**src/rtl/gpio_modem_pin_port_consts.svh**
```systemverilog
/*
 holds every offset and field position of the pin port, and the reset values of its four software registers, as macros.
 assumes it is included by its bare name from the package and the port module.
*/
`ifndef GPIO_MODEM_PIN_PORT_CONSTS_SVH
`define GPIO_MODEM_PIN_PORT_CONSTS_SVH

// ==========================================================
// register indices on the register access port
`define OFS_RX_FIFO_FILL_LEVEL    3'h0
`define OFS_PIN_DIRECTION         3'h1
`define OFS_PIN_LEVEL             3'h2
`define OFS_PIN_CHANGE_IRQ_ENABLE 3'h3
`define OFS_PIN_FUNCTION_CONTROL  3'h4

// ==========================================================
// pin function control fields
`define CTRL_SOFT_RESET_BIT       3
`define CTRL_MODEM_CHAN_B_BIT     2
`define CTRL_MODEM_CHAN_A_BIT     1
`define CTRL_INPUT_LATCH_BIT      0

// ==========================================================
// reset values
`define RST_PIN_DIRECTION         8'h00
`define RST_PIN_LEVEL             8'h00
`define RST_PIN_CHANGE_IRQ_ENABLE 8'h00
`define RST_PIN_FUNCTION_CONTROL  3'h0

// ==========================================================
// position of each modem line inside its nibble
`define NIB_RING_BIT              3
`define NIB_CARRIER_BIT           2
`define NIB_TERM_READY_BIT        1
`define NIB_SET_READY_BIT         0

// ==========================================================
// receive fill level
`define FILL_MAX                  64
`define FILL_W                    7

`endif

```
**src/rtl/gpio_modem_pin_port_pkg.sv**
```systemverilog
/*
 holds the types shared by the pin port and its surroundings.
 assumes the constants header sits beside it.
*/
`include "gpio_modem_pin_port_consts.svh"

package gpio_modem_pin_port_pkg;

   // ==========================================================
   // register access request, one cycle per strobe
   typedef struct packed {
      logic [2:0] addr;
      logic       wr;
      logic       rd;
      logic [7:0] wdata;
   } reg_req_t;

   // ==========================================================
   // modem view of one channel, as the status register sees it
   typedef struct packed {
      logic carrier;
      logic ring;
      logic set_ready;
      logic carrier_chg;
      logic ring_chg;
      logic set_ready_chg;
   } modem_status_t;

endpackage : gpio_modem_pin_port_pkg

```
**src/rtl/gpio_modem_pin_port.sv**
```systemverilog
/*
 holds the eight-pin general purpose port with its modem-line takeover and the
 receive fill level readout. assumes a host interface that presents one
 register access per cycle, a uart core that supplies the fill count, the
 modem interrupt enable and terminal-ready control bits and a status read strobe per
 channel, and pads that resolve pin_out/pin_oe_n into a wire.
*/
`timescale 1ns/1ps

`include "gpio_modem_pin_port_consts.svh"

module gpio_modem_pin_port
   import gpio_modem_pin_port_pkg::*;
#(
   parameter int PINS = 8
)
(
   input  wire logic                clk,
   input  wire logic                arst_n,
   input  wire reg_req_t            reg_req,
   output logic [7:0]               reg_rdata,
   input  wire logic [`FILL_W-1:0]  rx_fill_count,
   input  wire logic [PINS-1:0]     pin_in,
   output logic [PINS-1:0]          pin_out,
   output logic [PINS-1:0]          pin_oe_n,
   input  wire logic [1:0]          modem_irq_enable,
   input  wire logic [1:0]          term_ready_ctrl,
   input  wire logic [1:0]          modem_status_read,
   output modem_status_t            modem_status_chan_a,
   output modem_status_t            modem_status_chan_b,
   input  wire logic                other_irq,
   output logic                     irq,
   output logic                     soft_reset_pulse
);

   // ==========================================================
   // elaboration check
   if (PINS != 8)
   begin : g_bad_pins
      $error("the nibble takeover logic serves exactly eight pins");
   end

   // ==========================================================
   // register decode
   logic                wr_dir;
   logic                wr_lvl;
   logic                wr_ien;
   logic                wr_ctrl;
   logic                rd_lvl;

   assign wr_dir  = reg_req.wr && (reg_req.addr == `OFS_PIN_DIRECTION);
   assign wr_lvl  = reg_req.wr && (reg_req.addr == `OFS_PIN_LEVEL);
   assign wr_ien  = reg_req.wr && (reg_req.addr == `OFS_PIN_CHANGE_IRQ_ENABLE);
   assign wr_ctrl = reg_req.wr && (reg_req.addr == `OFS_PIN_FUNCTION_CONTROL);
   assign rd_lvl  = reg_req.rd && (reg_req.addr == `OFS_PIN_LEVEL);

   // ==========================================================
   // software reset: one-cycle pulse clears the software registers, the pin change tracking and the modem change bits
   logic                srst_q;

   always_ff @(posedge clk or negedge arst_n)
   begin
      if (!arst_n)
         srst_q <= 1'b0;
      else
         srst_q <= wr_ctrl && reg_req.wdata[`CTRL_SOFT_RESET_BIT];
   end

   assign soft_reset_pulse = srst_q;

   // ==========================================================
   // software registers
   logic [PINS-1:0]     dir_q;
   logic [PINS-1:0]     lvl_wr_q;
   logic [PINS-1:0]     ien_q;
   logic [2:0]          ctrl_q;

   always_ff @(posedge clk or negedge arst_n)
   begin
      if (!arst_n)
      begin
         dir_q    <= `RST_PIN_DIRECTION;
         lvl_wr_q <= `RST_PIN_LEVEL;
         ien_q    <= `RST_PIN_CHANGE_IRQ_ENABLE;
         ctrl_q   <= `RST_PIN_FUNCTION_CONTROL;
      end
      else if (srst_q)
      begin
         dir_q    <= `RST_PIN_DIRECTION;
         lvl_wr_q <= `RST_PIN_LEVEL;
         ien_q    <= `RST_PIN_CHANGE_IRQ_ENABLE;
         ctrl_q   <= `RST_PIN_FUNCTION_CONTROL;
      end
      else
      begin
         if (wr_dir)
            dir_q <= reg_req.wdata;
         if (wr_lvl)
            lvl_wr_q <= reg_req.wdata;
         if (wr_ien)
            ien_q <= reg_req.wdata;
         // the reset bit and bits 7:4 are never stored
         if (wr_ctrl)
            ctrl_q <= reg_req.wdata[2:0];
      end
   end

   // ==========================================================
   // nibble ownership
   logic                modem_a;
   logic                modem_b;
   logic                latch_on;
   logic [PINS-1:0]     modem_pin;

   assign modem_a   = ctrl_q[`CTRL_MODEM_CHAN_A_BIT];
   assign modem_b   = ctrl_q[`CTRL_MODEM_CHAN_B_BIT];
   assign latch_on  = ctrl_q[`CTRL_INPUT_LATCH_BIT];
   assign modem_pin = {{4{modem_a}}, {4{modem_b}}};

   // ==========================================================
   // per-pin change tracking
   logic [PINS-1:0]     ref_q;
   logic [PINS-1:0]     hold_q;
   logic [PINS-1:0]     cap_q;
   logic [PINS-1:0]     level_view;
   logic [PINS-1:0]     pin_pend;
   logic                primed_q;   // reset cannot see the pins, so references load on the first edge

   always_ff @(posedge clk or negedge arst_n)
   begin
      if (!arst_n)
         primed_q <= 1'b0;
      else
         primed_q <= 1'b1;
   end

   for (genvar i = 0; i < PINS; i++)
   begin : g_pin
      logic watched;
      logic changed;

      // only gpio inputs take part; modem pins and outputs are ignored
      assign watched = !modem_pin[i] && !dir_q[i];
      assign changed = watched && (pin_in[i] != ref_q[i]);

      // a latched bit shows the level that caused the interrupt
      assign level_view[i] = (latch_on && hold_q[i]) ? cap_q[i] : pin_in[i];

      // unlatched pending follows the pin, so a return clears it
      assign pin_pend[i] = ien_q[i] && (latch_on ? hold_q[i] : changed);

      always_ff @(posedge clk or negedge arst_n)
      begin
         if (!arst_n)
         begin
            ref_q[i]  <= 1'b0;
            hold_q[i] <= 1'b0;
            cap_q[i]  <= 1'b0;
         end
         else if (srst_q || !watched || !primed_q)
         begin
            ref_q[i]  <= pin_in[i];
            hold_q[i] <= 1'b0;
            cap_q[i]  <= pin_in[i];
         end
         else if (rd_lvl)
         begin
            // reference is what software saw; a change in the read cycle
            // still differs from it and fires again, so it is not lost
            ref_q[i]  <= level_view[i];
            hold_q[i] <= latch_on && changed && !hold_q[i];
            cap_q[i]  <= pin_in[i];
         end
         else if (latch_on && changed && !hold_q[i])
         begin
            hold_q[i] <= 1'b1;
            cap_q[i]  <= pin_in[i];
         end
         else if (!latch_on)
            hold_q[i] <= 1'b0;
      end
   end

   // ==========================================================
   // pin drive
   always_ff @(posedge clk or negedge arst_n)
   begin
      if (!arst_n)
      begin
         pin_out  <= '0;
         pin_oe_n <= '1;
      end
      else
      begin
         for (int i = 0; i < PINS; i++)
         begin
            pin_out[i]  <= lvl_wr_q[i];
            pin_oe_n[i] <= !dir_q[i];
         end
         // modem nibbles: terminal-ready pin is driven, the rest are inputs
         if (modem_a)
         begin
            pin_oe_n[7:4]                    <= 4'hD;
            pin_out[4 + `NIB_TERM_READY_BIT] <= !term_ready_ctrl[0];
         end
         if (modem_b)
         begin
            pin_oe_n[3:0]                    <= 4'hD;
            pin_out[`NIB_TERM_READY_BIT]     <= !term_ready_ctrl[1];
         end
      end
   end

   // ==========================================================
   // modem line status, one channel per nibble
   logic [PINS-1:0]     prev_q;
   logic [2:0]          chg_a_q;
   logic [2:0]          chg_b_q;
   logic [2:0]          ev_a;
   logic [2:0]          ev_b;

   // events ordered carrier, ring, set-ready; ring counts a low-to-high pin edge
   function automatic logic [2:0] line_events(input logic [3:0] now, input logic [3:0] was);
      line_events = {now[`NIB_CARRIER_BIT] ^ was[`NIB_CARRIER_BIT],
                     now[`NIB_RING_BIT] && !was[`NIB_RING_BIT],
                     now[`NIB_SET_READY_BIT] ^ was[`NIB_SET_READY_BIT]};
   endfunction : line_events

   assign ev_a = line_events(pin_in[7:4], prev_q[7:4]);
   assign ev_b = line_events(pin_in[3:0], prev_q[3:0]);

   always_ff @(posedge clk or negedge arst_n)
   begin
      if (!arst_n)
         prev_q <= '1;
      else
         prev_q <= pin_in;
   end

   always_ff @(posedge clk or negedge arst_n)
   begin
      if (!arst_n)
      begin
         chg_a_q <= 3'h0;
         chg_b_q <= 3'h0;
      end
      else if (srst_q)
      begin
         chg_a_q <= 3'h0;
         chg_b_q <= 3'h0;
      end
      else
      begin
         // a new event in the read cycle survives the clear
         if (!modem_a)
            chg_a_q <= 3'h0;
         else
            chg_a_q <= (modem_status_read[0] ? 3'h0 : chg_a_q) | ev_a;
         if (!modem_b)
            chg_b_q <= 3'h0;
         else
            chg_b_q <= (modem_status_read[1] ? 3'h0 : chg_b_q) | ev_b;
      end
   end

   always_ff @(posedge clk or negedge arst_n)
   begin
      if (!arst_n)
      begin
         modem_status_chan_a <= '0;
         modem_status_chan_b <= '0;
      end
      else
      begin
         // lines are active low; status shows the complement, or zero in io mode
         modem_status_chan_a <= modem_a ?
            {!pin_in[4 + `NIB_CARRIER_BIT], !pin_in[4 + `NIB_RING_BIT],
             !pin_in[4 + `NIB_SET_READY_BIT], chg_a_q} : '0;
         modem_status_chan_b <= modem_b ?
            {!pin_in[`NIB_CARRIER_BIT], !pin_in[`NIB_RING_BIT],
             !pin_in[`NIB_SET_READY_BIT], chg_b_q} : '0;
      end
   end

   // ==========================================================
   // shared interrupt
   logic                modem_pend;

   assign modem_pend = (modem_a && modem_irq_enable[0] && (|chg_a_q))
                    || (modem_b && modem_irq_enable[1] && (|chg_b_q));

   always_ff @(posedge clk or negedge arst_n)
   begin
      if (!arst_n)
         irq <= 1'b0;
      else
         irq <= (|pin_pend) || modem_pend || other_irq;
   end

   // ==========================================================
   // read data
   always_ff @(posedge clk or negedge arst_n)
   begin
      if (!arst_n)
         reg_rdata <= 8'h00;
      else if (reg_req.rd)
      begin
         case (reg_req.addr)
            `OFS_RX_FIFO_FILL_LEVEL:    reg_rdata <= {1'b0, rx_fill_count};
            `OFS_PIN_DIRECTION:         reg_rdata <= dir_q;
            `OFS_PIN_LEVEL:             reg_rdata <= level_view;
            `OFS_PIN_CHANGE_IRQ_ENABLE: reg_rdata <= ien_q;
            `OFS_PIN_FUNCTION_CONTROL:  reg_rdata <= {5'h00, ctrl_q};
            default:                    reg_rdata <= 8'h00;
         endcase
      end
   end

endmodule : gpio_modem_pin_port

```
**config.mk**
```make
export PLATFORM = sky130hd
export DESIGN_NAME = gpio_modem_pin_port
export DESIGN_NICKNAME = d
export VERILOG_FILES = /design/src/rtl/gpio_modem_pin_port_pkg.sv /design/src/rtl/gpio_modem_pin_port.sv
export VERILOG_INCLUDE_DIRS = /design/src /design/src/rtl
export SDC_FILE = /design/constraint.sdc
export NUM_CORES = 1
export LEC_CHECK = 0
export BUFFER_PORTS_ARGS = -buffer_cell sky130_fd_sc_hd__buf_2
export CAP_MARGIN = 20
export CORE_ASPECT_RATIO = 0.9
export CORE_UTILIZATION = 40
export DETAILED_ROUTE_END_ITERATION = 10
export PLACE_DENSITY = 0.61
export SYNTH_ARGS = -nofsm -noshare
export SYNTH_HDL_FRONTEND = slang
export SYNTH_SLANG_ARGS = --single-unit
export TNS_END_PERCENT = 30
```
**constraint.sdc**
```tcl
create_clock -name clk -period 1.6 [get_ports clk]
set_clock_uncertainty 0.15 [all_clocks]
set_input_delay 0.32 -clock clk [delete_from_list [all_inputs] [get_ports clk]]
set_output_delay 0.32 -clock clk [all_outputs]
set_load 0.05 [all_outputs]
```
==> results.cfg, run 1 <==
[floorplanning]
die_w_um = 116
chipHeight_um = 105
overall_die_area_um2 = 12200
boundary_pins = 75
standard_cell_rows = 37
start_util = 0.411
floorplan.core_area_um2 = 11400

[drt]
routed_via_density = 5.16
dr_total_vias = 3949
dr.first_iter.drc_count = 253
router_iterations_before_antenna_repair = 4
wl_per_cell_um = 17.0
route.antenna.remaining_nets = 0
detail_route.drc_violations = 0
drt_wl_total_mm = 13.0

[worst_hold_path]
min-delay-start = term_ready_ctrl[1]
hold_end = pin_out[1]
worstHoldPathType = input port to register
min_delay_path_depth = 2

[power_and_ir_drop]
report.power.total_uw = 7820
vdd_drop_max_mv = 0.694
power_leakage_uw = 0.00306
power_density_over_the_cells_nw_per_um2 = 1200

[critical_path]
r2r.worst_path.cells = 4
crit-reg2reg-capture = irq
critical_path_class = register to register
worstPathRequired_ns = 1.67
timing.critical_path.from_type = register
critPathArrivalTime_ns = 1.85
worst-path-max-fanout = 2
reg2reg_from = chg_b_q[2]
endpoint_kind = register
r2r_setup_slack_ns = -0.17

[final_layout]
area.growth.synth_to_final_pct = 38.8
seqCellArea_um2 = 2570
antenna_cells = 0
layout.cells.most_common = buf_4
filler_cell_count = 1013
final_nets = 642
layout.cells.most_common_list = 87 x buf_4, 85 x dfrtp_1, 66 x buf_2
finalCoreUtilization = 0.570
drive_above_1_share = 0.409
multiInputGateArea_um2 = 2190

[job]
cap_violations = 0

[yosys]
synth_top_family_by_area = simple AND/OR/NAND/NOR gates
synthAdderAreaFrac = 0
synth_compound_gate_area_share = 0.136
synthesized_area_um2 = 4700
share_of_async_settable_or_async_resettable_flops_after_synthesis = 1.00
number_of_enable_type_register_cells_in_the_synthesized_netlist = 0
synth_cell_type_count = 53
ys.warnings.count = 0
synthesis.instances = 447
yosys.area_share.xor_xnor = 0.0224
synth.net_count = 484
ys.flop_type = dfrtp_1
synth.mux.area_fraction = 0.0847
yosys.area_share.simple = 0.170
synth_sequential_area_ratio = 0.547
synth.avg_cell_area_um2 = 10.5
flop_and_latch_count_out_of_synthesis = 102

[timing]
achievable-frequency_mhz = 564
hold_slack_ns = 0.00926
finalWorstSetupSlack_ns = -0.173
timing.final.hold_violations = 0
finish_stage_setup_viols = 16
fin_tns_setup_ns = -0.877
layout_worst_path_cycle_share = 1.11
rsz0062_at_grt = yes
finalMaxSlewViolations = 0
post-route-min-period_ns = 1.77

[global_route]
grt_max_degree = 34
number_of_antenna_violations_at_the_first_check_in_global_routing = 0
global_route_wire_length_before_repair_mm = 21.3
via_count_of_the_first_global_routing_pass = 3971
globalRouteTotalUtil = 0.238
total_overflow_reported_by_the_global_router = 0

[clock_tree]
cts_tree = yes
cts_max_path_bufs = 2
clk_transition_reported_paths_ns = 0.07
clockRootBuffer = clkbuf_16
htreeDepth = 3
tritoncts.num_buffers = 9
clock_insertion_delay_worst_skew_ns = 0.35
clkSinkCount = 102

[run_status]
violations = setup timing
status = finished with violations

[place]
hpwl_mm = 9.58
portBuffers = 74
finalWeightedCongestion = 0.917
state kept, by name, indices dropped and copies added (netlist names), 6 cells and up:
signal               count
cap_q                    8
dir_q                    8
hold_q                   8
ien_q                    8
lvl_wr_q                 8
modem_status_chan_a      6
modem_status_chan_b      6
pin_oe_n                 8
pin_out                  8
prev_q                   6
ref_q                    8
reg_rdata                8
critical path, stage by stage (launching register included):
cell,delay (ns)
dfrtp_1,0.38
o311a_1,0.38
a311oi_1,0.22
nand4_1,0.11
or4_1,0.40
area by class of cell:
class | count | share of cell area
Tap cell | 156 | 0.0299
Inverter | 12 | 0.00729
Sequential cell | 102 | 0.395
Timing Repair Buffer | 173 | 0.188
Multi-Input combinational cell | 307 | 0.335
Clock inverter | 5 | 0.00768
Clock buffer | 10 | 0.0367
layer usage:
layer  routed length (µm)  up-vias  global-route usage
met3                  834       15              0.0452
met2                 5920      108               0.343
met5                    0        -                   0
met4                  274        0              0.0998
met1                 6000     1948               0.348
li1                     -     1878                   -
power by group:
| part | leakage, µW | internal, µW | total [µW] | switching [µW] |
|---|---|---|---|---|
| Sequential | 0.00128 | 2970 | 3200 | 229 |
| Clock | 0.000148 | 1240 | 2190 | 957 |
| Combinational | 0.00164 | 996 | 2420 | 1430 |
what timing repair did:
action	4_1_cts	5_1_grt
gates resized for setup	32	17
endpoints found under the setup margin	20	29
endpoints found under the hold margin	18	0
hold buffers	2	0
pin swaps	10	6
setup buffers	3	2
logic make-up after synthesis:
kind of cell / Yosys count
buffers and inverters: 38
flip-flops: 102
AND/OR/NAND/NOR: 158
XOR/XNOR: 12
multiplexers: 38
other: 1
AO/OA/AOI/OAI: 98
stage by stage:
step,area [µm²],std cells,setup WS (ns)
2_1_floorplan,4760,447,-0.0735
3_3_place_gp,5940,743,-0.157
3_5_place_dp,5940,743,-0.185
4_1_cts,6410,763,-0.172
5_1_grt,6520,765,-0.213
6_report,6520,765,-0.173
worst max path at each step:
stage / cells after the start / start / slack, ns / endpoint
detailed placement: 5 / pin_in[6] / -0.18 / cap_q[6]
finish: 4 / chg_b_q[2] / -0.17 / irq
floorplan: 5 / soft_reset_pulse / -0.07 / cap_q[6]
CTS: 4 / chg_b_q[2] / -0.17 / irq
global placement: 4 / chg_b_q[2] / -0.16 / irq
global route: 4 / chg_b_q[2] / -0.21 / irq
synth_stat cells, types with 2 or more instances:
cell type / n / share of area
dfrtp_1: 88 / 0.47
nand2_1: 61 / 0.049
a21oi_1: 35 / 0.037
mux2i_1: 24 / 0.051
nor2_1: 21 / 0.017
nand2b_1: 20 / 0.027
o21ai_0: 17 / 0.018
dfstp_2: 14 / 0.078
clkbuf_1: 12 / 0.0096
and3_1: 11 / 0.015
inv_1: 11 / 0.0088
buf_2: 10 / 0.011
and2_1: 8 / 0.011
mux2_2: 8 / 0.019
o311ai_1: 8 / 0.015
a2bb2oi_1: 7 / 0.013
nor2b_1: 7 / 0.0093
nor3_1: 7 / 0.0075
xor2_1: 7 / 0.013
mux2_1: 6 / 0.014
nand3_1: 5 / 0.0053
nand4_1: 5 / 0.0067
o21ai_1: 5 / 0.0053
o22a_1: 5 / 0.0093
o22ai_1: 5 / 0.0067
xnor2_1: 5 / 0.0093
nand3b_1: 3 / 0.0048
a21bo_2: 2 / 0.0043
a22oi_1: 2 / 0.0032
buf_4: 2 / 0.0032
buf_6: 2 / 0.0048
o311a_1: 2 / 0.0043
o32a_1: 2 / 0.0043
No activity file was read; power rests on OpenSTA's default activity.
==> run 2: changes to the inputs <==
--- a/config.mk
+++ b/config.mk
@@ -9,9 +9,9 @@
 export BUFFER_PORTS_ARGS = -buffer_cell sky130_fd_sc_hd__buf_2
 export CAP_MARGIN = 20
 export CORE_ASPECT_RATIO = 0.9
-export CORE_UTILIZATION = 40
+export CORE_UTILIZATION = 51
 export DETAILED_ROUTE_END_ITERATION = 10
-export PLACE_DENSITY = 0.61
+export PLACE_DENSITY = 0.75
 export SYNTH_ARGS = -nofsm -noshare
 export SYNTH_HDL_FRONTEND = slang
 export SYNTH_SLANG_ARGS = --single-unit
==> run 2 against run 1 <==
Against the previous run: the flow still finishes with violations (setup timing); total power down 8.2%; clock-buffer cell count grew 1; sequential power is essentially flat; die area down 21%; flip-flop and latch count stayed put; sequential share of layout area is 0.91 points higher; routed wire length shrank 0.11%; setup slack got worse by 0.043 ns; final area is 2.2% lower; combinational power about the same; non-clock buffer count decreased by 4; via count up 4.4%.
==> results.cfg, run 2 (synthesis results as in run 1) <==
[final_layout]
non_filler_instance_count_after_layout = 725
filler_cell_count = 600
drive_above_1_share = 0.409
layout.cells.most_common_list = 90 x buf_4, 84 x dfrtp_1, 64 x buf_2
seqCellArea_um2 = 2570
layout.cells.most_common = buf_4
final_nets = 638
area.growth.synth_to_final_pct = 35.8
multiInputGateArea_um2 = 2230
antenna_cells = 0

[critical_path]
r2r_setup_slack_ns = -0.22
worst-path-max-fanout = 7
endpoint_kind = register
timing.critical_path.from_type = register
critPathArrivalTime_ns = 1.92
critical_path_class = register to register
worstPathRequired_ns = 1.70

[timing]
timing.final.hold_violations = 0
post-route-min-period_ns = 1.82
finalWorstSetupSlack_ns = -0.216
rsz0062_at_grt = yes
fin_tns_setup_ns = -0.989
layout_worst_path_cycle_share = 1.13
achievable-frequency_mhz = 551
hold_slack_ns = 0.0473
finalMaxSlewViolations = 0
finish_stage_setup_viols = 13

[place]
portBuffers = 74
finalWeightedCongestion = 0.963
hpwl_mm = 9.22
place_inst = 701
place_worst_setup_slack_ns = -0.172

[drt]
dr.first_iter.drc_count = 301
route.antenna.remaining_nets = 0
detail_route.drc_violations = 0
routed_via_density = 5.69
wl_per_cell_um = 17.9
drt_wl_total_mm = 13.0
router_iterations_before_antenna_repair = 5
dr_total_vias = 4124

[clock_tree]
clkSinkCount = 102
tritoncts.num_buffers = 9
clk_transition_reported_paths_ns = 0.10
clockRootBuffer = clkbuf_8
htreeDepth = 3
cts_max_path_bufs = 2
cts_tree = yes
clock_insertion_delay_worst_skew_ns = 0.38

[power_and_ir_drop]
power.clock.fraction = 0.211
power.internal_uw = 4550
switchingPower_uw = 2630
sequentialPowerShare = 0.450
vdd_drop_max_mv = 0.608
power.share.combinational = 0.339
report.power.total_uw = 7180
power_leakage_uw = 0.00302
switching_share = 0.366
power_density_over_the_cells_nw_per_um2 = 1130

[floorplanning]
die_w_um = 103
standard_cell_rows = 32
overall_die_area_um2 = 9600
chipHeight_um = 93.0
start_util = 0.536
floorplan.core_area_um2 = 8770
boundary_pins = 75

[global_route]
met2_usage = 0.435
total_overflow_reported_by_the_global_router = 0
grt_max_degree = 37
number_of_antenna_violations_at_the_first_check_in_global_routing = 0
global_route_wire_length_before_repair_mm = 20.1
globalRouteTotalUtil = 0.285
met1_usage = 0.395
grt_use_met3 = 0.0740
via_count_of_the_first_global_routing_pass = 3966
grt-busiest-layer = met2

[job]
cap_violations = 0

[worst_hold_path]
worstHoldPathType = input port to register

[run_status]
violations = setup timing
status = finished with violations
run 2: timing repair:
item,in CTS,in global routing
pin swaps,10,8
gates resized for setup,39,25
hold endpoints to repair,26,0
setup endpoints to repair,25,23
hold buffers,3,0
buffers inserted,5,1
run 2: area by class of cell:
type	count	share of cell area
sequential	102	0.404
multi-input combinational	307	0.350
timing repair buffer	169	0.188
tap	119	0.0234
clock buffer	11	0.0206
inverter	12	0.00746
clock inverter	5	0.00687
run 2: worst paths after layout:
check | startpoint | cells past startpoint | endpoint
min reg2reg | lvl_wr_q[4] | 0 | pin_out[4]
max | ctrl_q[2] | 5 | irq
min | reg_req[2] | 3 | lvl_wr_q[2]
max reg2reg | ctrl_q[2] | 5 | irq
max in group asynchronous | arst_n | 3 | prev_q[6]
min in group asynchronous | arst_n | 2 | pin_out[1]
run 2: critical path, cell delays in order, from the launching register on:
cell and delay, ns:
dfrtp_2 0.48, buf_4 0.16, o311a_1 0.13, a311oi_2 0.22
nand4_1 0.13, or4_1 0.43
run 2: stage by stage:
step / instance area (µm²) / util
2_1_floorplan: 4760 / -
3_3_place_gp: 5850 / 0.667
3_5_place_dp: 5850 / 0.667
4_1_cts: 6250 / 0.713
5_1_grt: 6380 / 0.727
6_report: 6380 / 0.727
run 2: layer usage:
layer | wire length [µm] | share of wire
met5 | 0 | 0
met2 | 6130 | 0.47
met1 | 5370 | 0.41
met4 | 295 | 0.023
met3 | 1210 | 0.093
run 2: power groups by stage:
stage	Sequential (µW)	Clock [µW]	Combinational, µW
after floorplan	3710	0	816
after global placement	3220	0	2120
after detailed placement	3240	0	2160
after CTS	3210	1540	2340
after global routing	3260	1630	2600
final	3230	1510	2440
==> run 3: changes to the inputs <==
--- a/config.mk
+++ b/config.mk
@@ -9,9 +9,10 @@
 export BUFFER_PORTS_ARGS = -buffer_cell sky130_fd_sc_hd__buf_2
 export CAP_MARGIN = 20
 export CORE_ASPECT_RATIO = 0.9
-export CORE_UTILIZATION = 51
+export CORE_UTILIZATION = 56
 export DETAILED_ROUTE_END_ITERATION = 10
-export PLACE_DENSITY = 0.75
+export PLACE_DENSITY = 0.78
+export SKIP_LAST_GASP = 1
 export SYNTH_ARGS = -nofsm -noshare
 export SYNTH_HDL_FRONTEND = slang
 export SYNTH_SLANG_ARGS = --single-unit
==> constraint.sdc (replaced) <==
create_clock -name clk -period 1.8 [get_ports clk]
set_clock_uncertainty 0.15 [all_clocks]
set_input_delay 0.36 -clock clk [delete_from_list [all_inputs] [get_ports clk]]
set_output_delay 0.36 -clock clk [all_outputs]
set_load 0.05 [all_outputs]
==> run 3 against run 2 <==
Against the previous run: the run still ends with setup timing left; sequential share of layout area grew 4.6 points; flip-flop and latch count is the same; critical path depth shrank 1; final cell count shrank 9.1%; combinational power shrank 29%; clock-buffer cell count is the same; largest power group unchanged; hold slack gained 0.049 ns; highest routed layer unchanged; largest cell class unchanged; die area shrank 8.8%; via count shrank 6.4%.
==> results.cfg, run 3 (synthesis results as in run 1) <==
[run_status]
status = finished with violations
violations = setup timing

[timing]
finish_stage_setup_viols = 1
timing.final.hold_violations = 0
rsz0062_at_grt = yes
finalMaxSlewViolations = 0
hold_slack_ns = 0.0959
layout_worst_path_cycle_share = 1.01
finalWorstSetupSlack_ns = -0.00928
achievable-frequency_mhz = 553
post-route-min-period_ns = 1.81
fin_tns_setup_ns = -0.00928

[power_and_ir_drop]
power_leakage_uw = 0.00271
power_density_over_the_cells_nw_per_um2 = 1070
vdd_drop_max_mv = 0.641

[global_route]
via_count_of_the_first_global_routing_pass = 3852
number_of_antenna_violations_at_the_first_check_in_global_routing = 0
grt_max_degree = 39
global_route_wire_length_before_repair_mm = 19.4
total_overflow_reported_by_the_global_router = 0
globalRouteTotalUtil = 0.291

[floorplanning]
boundary_pins = 75
start_util = 0.579
die_w_um = 98.5
floorplan.core_area_um2 = 8110
chipHeight_um = 88.9
overall_die_area_um2 = 8760
standard_cell_rows = 31

[critical_path]
critical_path_class = register to register
worst-path-max-fanout = 3
critPathArrivalTime_ns = 1.90
endpoint_kind = register
timing.critical_path.from_type = register
worstPathRequired_ns = 1.89

[final_layout]
non_filler_instance_count_after_layout = 659
final_nets = 592
antenna_cells = 0
area.growth.synth_to_final_pct = 21.8
drive_above_1_share = 0.313
layout.cells.most_common_list = 85 x dfrtp_1, 72 x buf_2, 61 x nand2_1
layout.cells.most_common = dfrtp_1

[place]
finalWeightedCongestion = 0.883
hpwl_mm = 8.46
place_inst = 639
portBuffers = 74

[clock_tree]
cts_tree = yes
clockRootBuffer = clkbuf_8
tritoncts.num_buffers = 9
cts_max_path_bufs = 2
clk_transition_reported_paths_ns = 0.10
htreeDepth = 3
clkSinkCount = 102
postCtsSetupRepairBufs = 0
clock_insertion_delay_worst_skew_ns = 0.37

[drt]
routed_via_density = 5.86
router_iterations_before_antenna_repair = 7
route.antenna.remaining_nets = 0
wl_per_cell_um = 18.1
drt_wl_total_mm = 11.9
dr.first_iter.drc_count = 340
detail_route.drc_violations = 0
dr_total_vias = 3861

[worst_hold_path]
worstHoldPathType = input port to register

[job]
cap_violations = 0
## run 3: final cells by class
class | count | area [µm²]
clock buffer | 11 | 141
clock inverter | 5 | 60.1
fill | 597 | 2390
inverter | 12 | 47.5
multi-input combinational | 307 | 1980
sequential | 102 | 2570
tap | 99 | 124
timing repair buffer | 123 | 795
## run 3: worst max-delay path: stages, from the launching register on
cell and delay [ns]:
dfrtp_1 0.40, o311a_1 0.40, a311oi_2 0.21, nand4_1 0.11
or4_1 0.41
## run 3: through the flow
stage | power, µW | utilization | instance area [µm²] | setup WS (ns)
floorplan | 3980 | - | 4700 | 0.0187
global placement | 4540 | 0.671 | 5440 | 0.0412
finish | 6090 | 0.705 | 5720 | -0.00928
detailed placement | 4610 | 0.671 | 5440 | -0.0116
global route | 6390 | 0.705 | 5720 | -0.0729
CTS | 6080 | 0.700 | 5670 | 0.00615
## run 3: worst paths after layout
path,startpoint,end,slack [ns],cells past startpoint
hold reg to reg,lvl_wr_q[6],pin_out[6],0.24,0
setup / recovery,chg_b_q[2],irq,-0.009,4
min in group asynchronous,arst_n,modem_status_chan_a[4],0.29,2
max in group asynchronous,arst_n,pin_oe_n[7],0.64,3
setup reg to reg,chg_b_q[2],irq,-0.009,4
hold / removal,reg_req[6],lvl_wr_q[6],0.1,3
## run 3: metal layers
metal / vias to the layer above / track usage / routed length [µm]
li1: 1777 / - / -
met1: 1921 / 0.394 / 5170
met2: 150 / 0.472 / 5870
met3: 13 / 0.0711 / 724
met4: 0 / 0.0896 / 126
met5: - / 0 / 0
## run 3: timing repair
action / CTS / global route
endpoints found under the hold margin: 22 / 1
hold buffers: 3 / 1
endpoints found under the setup margin: 1 / 15
resized for setup: 2 / 9
## run 3: power breakdown
group          internal [µW]  total, µW  switching (µW)
logic                    630       1730            1100
registers               2640       2890             247
clock network            685       1480             792
